[src/hdl/acc_pkg.sv]
// Package of constants and types for the converter channel and trigger control
package acc_pkg;
    // Channel code width and decode points
    localparam int CH_W = 5;
    localparam logic [4:0] CH_PIN_LAST = 5'h07;
    localparam logic [4:0] CH_GND_FIRST = 5'h08;
    localparam logic [4:0] CH_GND_LAST = 5'h15;
    localparam logic [4:0] CH_RSV_FIRST = 5'h16;
    localparam logic [4:0] CH_RSV_LAST = 5'h19;
    localparam logic [4:0] CH_TEMP = 5'h1a;
    localparam logic [4:0] CH_BANDGAP = 5'h1b;
    localparam logic [4:0] CH_RSV_HI = 5'h1c;
    localparam logic [4:0] CH_REFH = 5'h1d;
    localparam logic [4:0] CH_REFL = 5'h1e;
    localparam logic [4:0] CH_OFF = 5'h1f;
    // Result widths
    localparam int RES_W = 10;
    localparam int RES8_SHIFT = 2;
    localparam logic [9:0] RES_ZERO = 10'h000;
    localparam logic [9:0] RES_MSB = 10'h200;
    // Sample time counts in conversion clock ticks
    localparam logic [4:0] SAMPLE_SHORT = 5'h03;
    localparam logic [4:0] SAMPLE_LONG = 5'h17;
    // Periodic counter widths and the internal 1 kHz tick
    localparam int PER_W = 16;
    localparam int RATE_W = 3;
    localparam real TICK_1K_NS = 1000000.0;
    localparam real MCLK_NS = 8.0;
    localparam int TICK_1K_CYC = int'(TICK_1K_NS / MCLK_NS);
    localparam logic [PER_W-1:0] PER_ONE = 16'h0001;
    localparam logic [PER_W-1:0] PER_BASE = 16'h0008;

    // Conversion clock sources
    typedef enum logic [1:0] {
        CLK_BUS = 2'b00,
        CLK_BUS_DIV2 = 2'b01,
        CLK_LOCAL = 2'b11
    } acc_clk_e;

    // Conversion control state
    typedef enum logic [1:0] {
        ST_IDLE = 2'b00,
        ST_SAMPLE = 2'b01,
        ST_CONVERT = 2'b10
    } acc_state_e;

    // Software control word written as one unit
    typedef struct packed {
        logic int_enable;
        logic continuous;
        logic [4:0] input_channel_select;
    } acc_ctrl_s;

    // Configuration word
    typedef struct packed {
        logic long_sample;
        logic low_power;
        logic mode8;
        logic [1:0] clk_sel;
        logic hw_trig_enable;
        logic cmp_enable;
        logic cmp_greater_equal;
    } acc_cfg_s;

    // Analog routing to the front end
    typedef struct packed {
        logic [7:0] pin_route;
        logic ground;
        logic temp_sensor;
        logic bandgap;
        logic ref_high;
        logic ref_low;
        logic reserved;
        logic powered;
    } acc_route_s;
endpackage

[src/hdl/acc_top.sv]
// Converter control: channel decode, clocking, triggering, sequencing and result
`timescale 1ns/1ps
`default_nettype none
module acc_top #(
    parameter int TICK_CYC = acc_pkg::TICK_1K_CYC
) (
    input wire logic mclk,
    input wire logic rst,
    input wire logic ctrl_write,
    input wire acc_pkg::acc_ctrl_s ctrl_wdata,
    input wire acc_pkg::acc_cfg_s cfg,
    input wire logic [9:0] compare_value,
    input wire logic [7:0] pin_enable_register_1,
    input wire logic result_low_read,
    input wire logic stop3_mode,
    input wire logic clock_module_reference_out,
    input wire logic periodic_use_reference,
    input wire logic [acc_pkg::RATE_W-1:0] periodic_rate_select,
    input wire logic comparator_high,
    output acc_pkg::acc_route_s route,
    output logic conversion_done_flag,
    output logic conversion_irq,
    output logic conversion_active,
    output logic [9:0] result,
    output logic hardware_conversion_trigger
);
    // Latched control word
    acc_pkg::acc_ctrl_s ctrl;
    // Sequencer state
    acc_pkg::acc_state_e state;
    acc_pkg::acc_state_e next_state;
    // Conversion clock divider and enable
    logic half;
    logic [1:0] local_div;
    // Sample counter and approximation registers
    logic [4:0] sample_cnt;
    logic [9:0] sar;
    logic [9:0] bit_mask;
    logic ovf_q;
    // Periodic counter overflow pulse
    wire ovf;

    // Periodic counter, kept running in every power mode
    acc_periodic #(
        .TICK_CYC(TICK_CYC)
    ) u_periodic (
        .mclk(mclk),
        .rst(rst),
        .clock_module_reference_out(clock_module_reference_out),
        .use_reference(periodic_use_reference),
        .periodic_rate_select(periodic_rate_select),
        .overflow(ovf)
    );

    // Channel decode helper, used for both routing and start checks
    function automatic logic is_off(input logic [4:0] ch);
        is_off = (ch == acc_pkg::CH_OFF);
    endfunction

    // Conversion clock tick selection; external alternate clock not offered
    wire conv_tick = (cfg.clk_sel == acc_pkg::CLK_BUS) ? 1'b1 :
                     (cfg.clk_sel == acc_pkg::CLK_BUS_DIV2) ? half :
                     (cfg.clk_sel == acc_pkg::CLK_LOCAL) ? (local_div == 2'b11) :
                     1'b1;
    // Single-cycle trigger, one per overflow
    wire hw_start = cfg.hw_trig_enable && hardware_conversion_trigger;
    wire sw_start = ctrl_write && !cfg.hw_trig_enable && !is_off(ctrl_wdata.input_channel_select);
    wire chan_off = is_off(ctrl.input_channel_select);
    wire start = !ctrl_write && hw_start && !chan_off;
    wire [4:0] sample_len = cfg.long_sample ? acc_pkg::SAMPLE_LONG : acc_pkg::SAMPLE_SHORT;
    // Bit trial: keep the bit when the comparator says input is higher
    wire [9:0] trial = sar | bit_mask;
    wire [9:0] next_sar = comparator_high ? trial : sar;
    wire last_bit = bit_mask[0];
    wire done = (state == acc_pkg::ST_CONVERT) && conv_tick && last_bit;
    // 8-bit mode drops the two low bits, right justified
    wire [9:0] formatted = cfg.mode8 ? (next_sar >> acc_pkg::RES8_SHIFT) : next_sar;
    wire cmp_true = cfg.cmp_greater_equal ? (formatted >= compare_value) :
                    (formatted < compare_value);
    wire set_done = done && (!cfg.cmp_enable || cmp_true);
    wire clr_done = ctrl_write || result_low_read;

    // Next-state logic
    always_comb
    begin
        next_state = state;
        unique case (state)
            acc_pkg::ST_IDLE:
                if (sw_start || start)
                    next_state = acc_pkg::ST_SAMPLE;
            acc_pkg::ST_SAMPLE:
                if (ctrl_write)
                    next_state = sw_start ? acc_pkg::ST_SAMPLE : acc_pkg::ST_IDLE;
                else if (conv_tick && sample_cnt == 5'h00)
                    next_state = acc_pkg::ST_CONVERT;
            acc_pkg::ST_CONVERT:
                if (ctrl_write)
                    next_state = sw_start ? acc_pkg::ST_SAMPLE : acc_pkg::ST_IDLE;
                else if (done)
                    next_state = (ctrl.continuous && !chan_off) ?
                                 acc_pkg::ST_SAMPLE : acc_pkg::ST_IDLE;
            default:
                next_state = acc_pkg::ST_IDLE;
        endcase
    end

    // Result register written on each finished conversion
    acc_result_reg #(
        .W(acc_pkg::RES_W)
    ) u_result (
        .mclk(mclk),
        .rst(rst),
        .wr(done),
        .wdata(formatted),
        .rdata(result)
    );

    // Control word, dividers and trigger pulse
    always_ff @(posedge mclk or posedge rst)
    begin
        if (rst)
        begin
            ctrl <= '{int_enable: 1'b0, continuous: 1'b0,
                      input_channel_select: acc_pkg::CH_OFF};
            half <= 1'b0;
            local_div <= 2'b00;
            ovf_q <= 1'b0;
            hardware_conversion_trigger <= 1'b0;
        end
        else
        begin
            if (ctrl_write)
                ctrl <= ctrl_wdata;
            half <= ~half;
            local_div <= local_div + 2'b01;
            ovf_q <= ovf;
            hardware_conversion_trigger <= ovf && !ovf_q;
        end
    end

    // Sequencer, sample timer and approximation
    always_ff @(posedge mclk or posedge rst)
    begin
        if (rst)
        begin
            state <= acc_pkg::ST_IDLE;
            sample_cnt <= '0;
            sar <= acc_pkg::RES_ZERO;
            bit_mask <= acc_pkg::RES_MSB;
            conversion_active <= 1'b0;
        end
        else
        begin
            state <= next_state;
            conversion_active <= (next_state != acc_pkg::ST_IDLE);
            if (next_state == acc_pkg::ST_SAMPLE && state != acc_pkg::ST_SAMPLE)
                sample_cnt <= sample_len;
            else if (next_state == acc_pkg::ST_SAMPLE && state == acc_pkg::ST_SAMPLE && ctrl_write)
                sample_cnt <= sample_len;
            else if (state == acc_pkg::ST_SAMPLE && conv_tick && sample_cnt != 5'h00)
                sample_cnt <= sample_cnt - 5'h01;
            if (state != acc_pkg::ST_CONVERT || next_state != acc_pkg::ST_CONVERT)
            begin
                sar <= acc_pkg::RES_ZERO;
                bit_mask <= acc_pkg::RES_MSB;
            end
            else if (conv_tick)
            begin
                sar <= next_sar;
                bit_mask <= bit_mask >> 1;
            end
        end
    end

    // Done flag and interrupt; a completion in the clear cycle wins
    always_ff @(posedge mclk or posedge rst)
    begin
        if (rst)
        begin
            conversion_done_flag <= 1'b0;
            conversion_irq <= 1'b0;
        end
        else
        begin
            if (set_done)
                conversion_done_flag <= 1'b1;
            else if (clr_done)
                conversion_done_flag <= 1'b0;
            conversion_irq <= (set_done || (conversion_done_flag && !clr_done)) &&
                              (ctrl_write ? ctrl_wdata.int_enable : ctrl.int_enable);
        end
    end

    // Analog routing from the latched channel; idle low power powers down
    wire [4:0] ch = ctrl.input_channel_select;
    wire ch_pin = (ch <= acc_pkg::CH_PIN_LAST);
    always_ff @(posedge mclk or posedge rst)
    begin
        if (rst)
            route <= '0;
        else
        begin
            route.pin_route <= ch_pin ?
                (pin_enable_register_1 & (8'h01 << ch[2:0])) : 8'h00;
            route.ground <= (ch >= acc_pkg::CH_GND_FIRST) && (ch <= acc_pkg::CH_GND_LAST);
            route.reserved <= ((ch >= acc_pkg::CH_RSV_FIRST) && (ch <= acc_pkg::CH_RSV_LAST)) ||
                              (ch == acc_pkg::CH_RSV_HI);
            route.temp_sensor <= (ch == acc_pkg::CH_TEMP);
            route.bandgap <= (ch == acc_pkg::CH_BANDGAP);
            route.ref_high <= (ch == acc_pkg::CH_REFH);
            route.ref_low <= (ch == acc_pkg::CH_REFL);
            route.powered <= !is_off(ch) &&
                             (next_state != acc_pkg::ST_IDLE || !cfg.low_power);
        end
    end
endmodule
`default_nettype wire

[src/hdl/acc_periodic.sv]
// Periodic wakeup counter whose overflow feeds the hardware trigger
`timescale 1ns/1ps
`default_nettype none
module acc_periodic #(
    parameter int TICK_CYC = acc_pkg::TICK_1K_CYC
) (
    input wire logic mclk,
    input wire logic rst,
    input wire logic clock_module_reference_out,
    input wire logic use_reference,
    input wire logic [acc_pkg::RATE_W-1:0] periodic_rate_select,
    output logic overflow
);
    // Internal 1 kHz divider
    logic [31:0] div;
    // Reference input register stage and previous value
    logic ref_q;
    logic ref_prev;
    // Free running count
    logic [acc_pkg::PER_W-1:0] count;
    // Period limit from the rate bits
    wire [acc_pkg::PER_W-1:0] limit = acc_pkg::PER_BASE << periodic_rate_select;
    wire tick_1k = (div == 32'(TICK_CYC - 1));
    wire tick_ref = ref_q & ~ref_prev;
    wire tick = use_reference ? tick_ref : tick_1k;
    wire wrap = tick && (count >= limit - acc_pkg::PER_ONE);

    // Tick sources and the counter itself
    always_ff @(posedge mclk or posedge rst)
    begin
        if (rst)
        begin
            div <= '0;
            ref_q <= 1'b0;
            ref_prev <= 1'b0;
            count <= '0;
            overflow <= 1'b0;
        end
        else
        begin
            div <= tick_1k ? '0 : div + 32'h1;
            ref_q <= clock_module_reference_out;
            ref_prev <= ref_q;
            if (tick)
                count <= wrap ? '0 : count + acc_pkg::PER_ONE;
            overflow <= wrap;
        end
    end
endmodule
`default_nettype wire

[src/hdl/acc_result_reg.sv]
// Result holding register with its read data taken from a flop
`timescale 1ns/1ps
`default_nettype none
module acc_result_reg #(
    parameter int W = acc_pkg::RES_W
) (
    input wire logic mclk,
    input wire logic rst,
    input wire logic wr,
    input wire logic [W-1:0] wdata,
    output logic [W-1:0] rdata
);
    // Stored word
    always_ff @(posedge mclk or posedge rst)
    begin
        if (rst)
            rdata <= '0;
        else if (wr)
            rdata <= wdata;
    end
endmodule
`default_nettype wire

[config.mk]
export PLATFORM = sky130hd
export DESIGN_NAME = acc_top
export DESIGN_NICKNAME = d
export VERILOG_FILES = /design/src/hdl/acc_pkg.sv /design/src/hdl/acc_top.sv /design/src/hdl/acc_periodic.sv /design/src/hdl/acc_result_reg.sv
export SDC_FILE = /design/constraint.sdc
export NUM_CORES = 1
export LEC_CHECK = 0
export BUFFER_PORTS_ARGS = -buffer_cell sky130_fd_sc_hd__buf_2
export CORE_AREA = 2 2 109 111
export CTS_CLUSTER_SIZE = 8
export DETAILED_ROUTE_END_ITERATION = 10
export DIE_AREA = 0 0 111 113
export MAX_ROUTING_LAYER = met4
export PLACE_DENSITY_LB_ADDON = 0.25
export SYNTH_ARGS = -nofsm -noshare
export SYNTH_HDL_FRONTEND = slang
export SYNTH_HIERARCHICAL = 1
export SYNTH_SLANG_ARGS = --single-unit
[constraint.sdc]
create_clock -name mclk -period 1.9 [get_ports mclk]
set_clock_uncertainty 0.1 [all_clocks]
set_input_delay 0.095 -clock mclk [delete_from_list [all_inputs] [get_ports mclk]]
set_output_delay 0.095 -clock mclk [all_outputs]
set_load 0.02 [all_outputs]
**Word-level counts from Yosys, hierarchy flattened**

Index checks and enable logic that the tools add are counted.

- Multiplexer cells: 29
- Eq/ne operators: 17
- Shift operators: 2
- Reduce and logical (&&, ||, !) cells: 45
- Bitwise gates (word level): 5
- $lt $le $gt $ge: 8
- Add/sub/neg operators: 5

Operators with widths:

| cell | number |
|---|---|
| $mux 10 | 6 |
| $eq 5x5->1 const B | 7 |
| $add 32x1->32 const B | 1 |
| $eq 32x17->1 const B | 1 |
| $mux 32 | 1 |
| $logic_and 1x1->1 | 22 |
| $mux 5 | 4 |
| $add 16x1->16 const B | 1 |
| $ge 16x16->1 | 1 |
| $mux 16 | 1 |
| $shl 4x3->16 const A | 1 |
| $sub 16x1->16 const B | 1 |
| $ge 10x10->1 | 1 |
| $le 5x5->1 const B | 2 |
| $lt 10x10->1 | 1 |
| $mux 1 | 10 |
| $mux 2 | 5 |
| $or 10x10->10 | 1 |
| $and 8x8->8 | 1 |
| $logic_not 1->1 | 8 |
| $mux 8 | 1 |
| $shl 1x3->8 const A | 1 |
| $logic_or 1x1->1 | 7 |
| $eq 2x1->1 const B | 3 |
| 16 further kinds | 23 |

- Output and inout port bits: 29
- Input port bits: 44
- Logic and storage cells: 139
- Flip-flop bits (word level): 118

**Depth between registers and ports, before layout**

- Depth after elaboration: 14
- Depth in mapped cells: 10
- Depth with buffers taken out: 9

**Cells and area by module**

Netlist, hierarchy kept.

Modules (own cells, without submodules):

| module | area each (um^2) | sequential area each (um^2) | instances | cells an instance |
|---|---|---|---|---|
| acc_top | 2782.7 | 1433.9 | 1 | 269 |
| acc_periodic | 2650.0 | 1276.2 | 1 | 252 |
| acc_result_reg | 415.4 | 250.2 | 1 | 22 |

**Least setup slack after synthesis**

OpenSTA, ideal clock, no wires.

- Path kind: register to register
- From: reg bit_mask[7]
- To: reg conversion_irq
- Path slack: -199 ps
- Clock period less this slack: 2099 ps
- Data required time: 1734 ps
- Library setup time: 66 ps
- Arrival time: 1933 ps
- Cell stages (with the launch flop): 9
- Buffers on the path: 0
- Cells stage by stage: dfrtp_1 > a21oi_1 > mux2i_1 > ha_1 > nand4_1 > or2_2 > o221ai_1 > mux2i_1 > and2_1

- Word-level cells in the longest chain between the ends: 9
- Elaborated cells between the ends (all ways): 10
- Those cells by class: 2 x order compare; 3 x mux; 1 x bitwise; 4 x reduce/logical

Ends and longest elaborated chain:

| element | line | text |
|---|---|---|
| start, declared | acc_top.sv:38 | `logic [9:0] bit_mask;` |
| start signal, assigned | acc_top.sv:149 | `bit_mask <= acc_pkg::RES_MSB;` |
| start signal, assigned | acc_top.sv:165 | `bit_mask <= acc_pkg::RES_MSB;` |
| start signal, assigned | acc_top.sv:170 | `bit_mask <= bit_mask >> 1;` |
| $or 10x10->10 (*) | acc_top.sv:72 | `wire [9:0] trial = sar \| bit_mask;` |
| $mux 10 (*) | acc_top.sv:73 | `wire [9:0] next_sar = comparator_high ? trial : sar;` |
| $mux 10 (*) | acc_top.sv:77 | `wire [9:0] formatted = cfg.mode8 ? (next_sar >> acc_pkg::RES8_SHIFT) : next_sar;` |
| named net formatted[7] | acc_top.sv:77 |  |
| $lt 10x10->1 or $ge 10x10->1 (tied branches) | acc_top.sv:79, acc_top.sv:78 |  |
| $mux 1 (*) | acc_top.sv:78 | `wire cmp_true = cfg.cmp_greater_equal ? (formatted >= compare_value) :` |
| $logic_or 1x1->1 (*) | acc_top.sv:80 | `wire set_done = done && (!cfg.cmp_enable \|\| cmp_true);` |
| $logic_and 1x1->1 (*) | acc_top.sv:80 |  |
| $logic_or 1x1->1 (*) | acc_top.sv:189 | `conversion_irq <= (set_done \|\| (conversion_done_flag && !clr_done)) &&` |
| $logic_and 1x1->1 (*) | acc_top.sv:189 |  |
| end signal, assigned | acc_top.sv:189 |  |
| end, declared | acc_top.sv:22 | `output logic conversion_irq,` |

The timed path passes the listed nets; every way through them passes the cells marked *.
A chain may end at the register's enable or synchronous reset.

**Worst setup path in the final report**

- From: reg bit_mask[5]
- To: reg conversion_irq

Same word-level chain as after synthesis.

==> qor.tcl <==
set qor(worstPathMaxFanout) 2
set qor(met3_usage_grt) 0.0589
set qor(critPathRequiredTime_ns) 2.16
set qor(minimum_period_implied_by_the_final_worst_setup_slack_ns) 2.25
set qor(syn_nets) 609
set qor(total_switching_power_w) 0.00173
set qor(crit_arrival_ns) 2.51
set qor(post-route-drc-count) 0
set qor(regToRegEndpoint) {conversion_irq}
set qor(synth_edf_count) 0
set qor(use_met1) 0.301
set qor(postSynthRegisterBits) 118
set qor(drt-wirelength-per-cell_um) 18.2
set qor(grt_first_pass_wirelength_um) 25600
set qor(hold_path_class) {in -> reg}
set qor(min_delay_path_depth) 4
set qor(cts-buffers-inserted) 17
set qor(worstSetupStartpointType) {flop}
set qor(layout_commonest_cell) {dfrtp_1}
set qor(floorplan.initialDensity) 0.519
set qor(n_antenna_cell) 0
set qor(grt_max_degree) 32
set qor(synth_ff_type) {dfrtp_1}
set qor(outcome) {finished with violations}
set qor(final_layout_size_suffix_gt1_frac) 0.414
set qor(drt_first_iter_violations) 386
set qor(comb_power_share) 0.136
set qor(num_io_pins) 73
set qor(vias) 5180
set qor(tritoncts) {built}
set qor(post_synth_instance_area_um2) 5850
set qor(htreeDepth) 4
set qor(routed_via_density) 5.68
set qor(async_flop_share) 1.00
set qor(timing.max_slew.rel_slack) 0.592
set qor(drt_wl_total_um) 16600
set qor(hold_end) {conversion_done_flag}
set qor(worst-r2r-cell-count) 8
set qor(slew_violations) 0
set qor(max_slew.worst_pin.slew_ns) 0.605
set qor(gr-usage-met2) 0.451
set qor(port_buffers) 71
set qor(drt_first_pass_iters) 5
set qor(yosysSeqAreaShare) 0.506
set qor(cts_buffer_depth) 2
set qor(layout.cells.most_common_list) {dfrtp_1, buf_4, buf_2}
set qor(finalWeightedCongestion) 0.889
set qor(cts_root_buf) {clkbuf_16}
set qor(die_h_um) 113
set qor(dp_cells) 832
set qor(placement_rows) 39
set qor(grt_max_usage_layer) {met2}
set qor(reg2reg_setup_slack_ns) -0.35
set qor(worst_setup_path_end_kind) {flop}
set qor(worst_r2r_startpoint) {bit_mask[5]}
set qor(ant_nets) 0
set qor(timing_worst_setup_path_type) {reg -> reg}
set qor(violations) {negative setup slack}
set qor(placeableCoreArea_um2) 11300
set qor(areaGrowthSynthToFinish_pct) 45.7
set qor(power_w) 0.00717
set qor(post-route-worst-setup-slack_ns) -0.349
set qor(post_synth_num_cell_types) 65
set qor(path_clk_slew_ns) 0.06
set qor(layoutNonFillerInstCount) 912
set qor(worstSkewPairLatency_ns) 0.42
set qor(grt_use_total) 0.264
set qor(syn_inst) 543
set qor(die_width_um) 111
set qor(synthesis.area_per_instance_um2) 10.8
set qor(pwr-share-seq) 0.381
set qor(max-vdd-ir-drop_mv) 0.661
set qor(grt_pass1_vias) 5341
set qor(power-per-cell-area_nw_per_um2) 841
set qor(finalNetCount) 822
set qor(min-delay-start) {result_low_read}
set qor(switching_share) 0.242
set qor(leakagePower_nw) 4.17
set qor(layout_worst_path_cycle_share) 1.18
set qor(initial_antenna_violation_count) 0
set qor(yosysWarnings) 6
set qor(hpwlAfterDp_um) 9400
set qor(clock.fmax_ghz) 0.445
set qor(grt_setup_unrepaired) {true}
set qor(global_route.overflow_total) 0
set qor(maxCapViolations) 0
set qor(timing_hold_violations_final) 0
set qor(cts.sinks) 118
set qor(pwr-share-clk) 0.483
set qor(power.internal_w) 0.00544
set qor(timing.final.setup_violations) 26
set qor(die_area_um2) 12500
## state kept, by name (all words and copies together) (netlist names), 2 cells and up
name              count
sample_cnt            5
u_periodic/div       32
state                 2
sar                  10
bit_mask             10
u_result/rdata       10
u_periodic/count     16
ch                    5
ctrl                  2
route                15
local_div             2
## metal layers
metal	part of all wire	wire length, µm
met5	0	0
met2	0.52	8600
met3	0.057	951
met1	0.39	6500
met4	0.035	588
## per-stage QoR
step / TNS (ns) / hold WS (ns) / utilization / setup slack [ns] / cell area, µm²
finish: -2.84 / 0.0393 / 0.756 / -0.349 / 8520
global route: -5.03 / 0.0333 / 0.756 / -0.474 / 8520
CTS: -1.80 / 0.0241 / 0.738 / -0.299 / 8320
detailed placement: -5.19 / 0.0475 / 0.628 / -0.240 / 7080
global placement: -2.98 / 0.0292 / 0.628 / -0.174 / 7080
floorplan: -0.0762 / -0.165 / - / -0.0761 / 5890
## area by class of cell
type                       count  area (µm²)
tap                          143         179
clock buffer                  24         492
sequential                   118        2960
fill                         697        2750
inverter                      27         101
clock inverter                 8         144
multi-input combinational    380        3080
timing repair buffer         212        1560
## cells in the mapped netlist (3+ instances only)
cell type	instances	area (µm²)
a21o_1	6	45.0
a21oi_1	41	205
a22o_1	7	61.3
a31oi_1	3	18.8
and2_1	5	31.3
and3_1	17	106
and4_1	8	70.1
buf_2	5	25.0
buf_4	3	22.5
clkbuf_1	8	30.0
dfrtp_1	112	2800
dfstp_2	6	158
ha_1	22	275
inv_1	27	101
mux2_2	8	90.1
mux2_4	10	150
mux2i_1	10	100
nand2_1	37	139
nand2b_1	5	31.3
nand3_1	14	70.1
nand3b_1	4	30.0
nand4_1	20	125
nor2_1	43	161
nor2b_1	10	62.6
nor3_1	9	45.0
nor3b_1	3	22.5
nor4_1	8	50.1
nor4_2	3	37.5
o21ai_0	3	15.0
o21ai_1	6	30.0
xnor2_1	24	210
xor2_1	10	87.6
## critical path, stage by stage, from the launching register on
cell	delay (ns)
dfrtp_1	0.39
a21oi_2	0.19
mux2i_1	0.18
ha_1	0.34
nand4_1	0.12
or2_4	0.27
o221ai_2	0.19
mux2i_1	0.26
and2_1	0.15
## kinds of logic (layout without fill, tap and decap cells)
| group | count (synthesis) | after routing | synth area share |
|---|---|---|---|
| AO/OA/AOI/OAI | 89 | 89 | 0.103 |
| XOR/XNOR | 34 | 34 | 0.0509 |
| adder cells (fa/ha/maj) | 22 | 22 | 0.0471 |
| buffers and inverters | 46 | 271 | 0.0351 |
| flip-flops | 118 | 118 | 0.506 |
| multiplexers | 28 | 28 | 0.0582 |
| AND/OR/NAND/NOR | 206 | 207 | 0.199 |
## power by group through the flow
stage / clock [W] / combinational [W] / sequential [W]
3_3_place_gp: 0 / 0.000672 / 0.00274
6_report: 0.00346 / 0.000973 / 0.00273
5_1_grt: 0.00361 / 0.00105 / 0.00274
4_1_cts: 0.00347 / 0.000824 / 0.00271
3_5_place_dp: 0 / 0.000701 / 0.00275
2_1_floorplan: 0 / 0.000386 / 0.00277
## what timing repair did
item	4_1_cts	5_1_grt
gates cloned	3	1
gates resized for setup	44	37
pin swaps	23	23
hold buffers	22	0
setup buffers	15	9
endpoints found under the hold margin	107	0
endpoints found under the setup margin	46	49
## worst max path at each step
stage / startpoint / to / slack [ns] / cells after the start
6_report: bit_mask[5] / conversion_irq / -0.35 / 8
5_1_grt: bit_mask[5] / conversion_irq / -0.47 / 8
4_1_cts: bit_mask[9] / conversion_irq / -0.30 / 8
3_5_place_dp: bit_mask[7] / conversion_irq / -0.24 / 8
3_3_place_gp: bit_mask[7] / conversion_irq / -0.17 / 8
2_1_floorplan: bit_mask[2] / conversion_irq / -0.08 / 9
(Power assumes the default switching activity.)
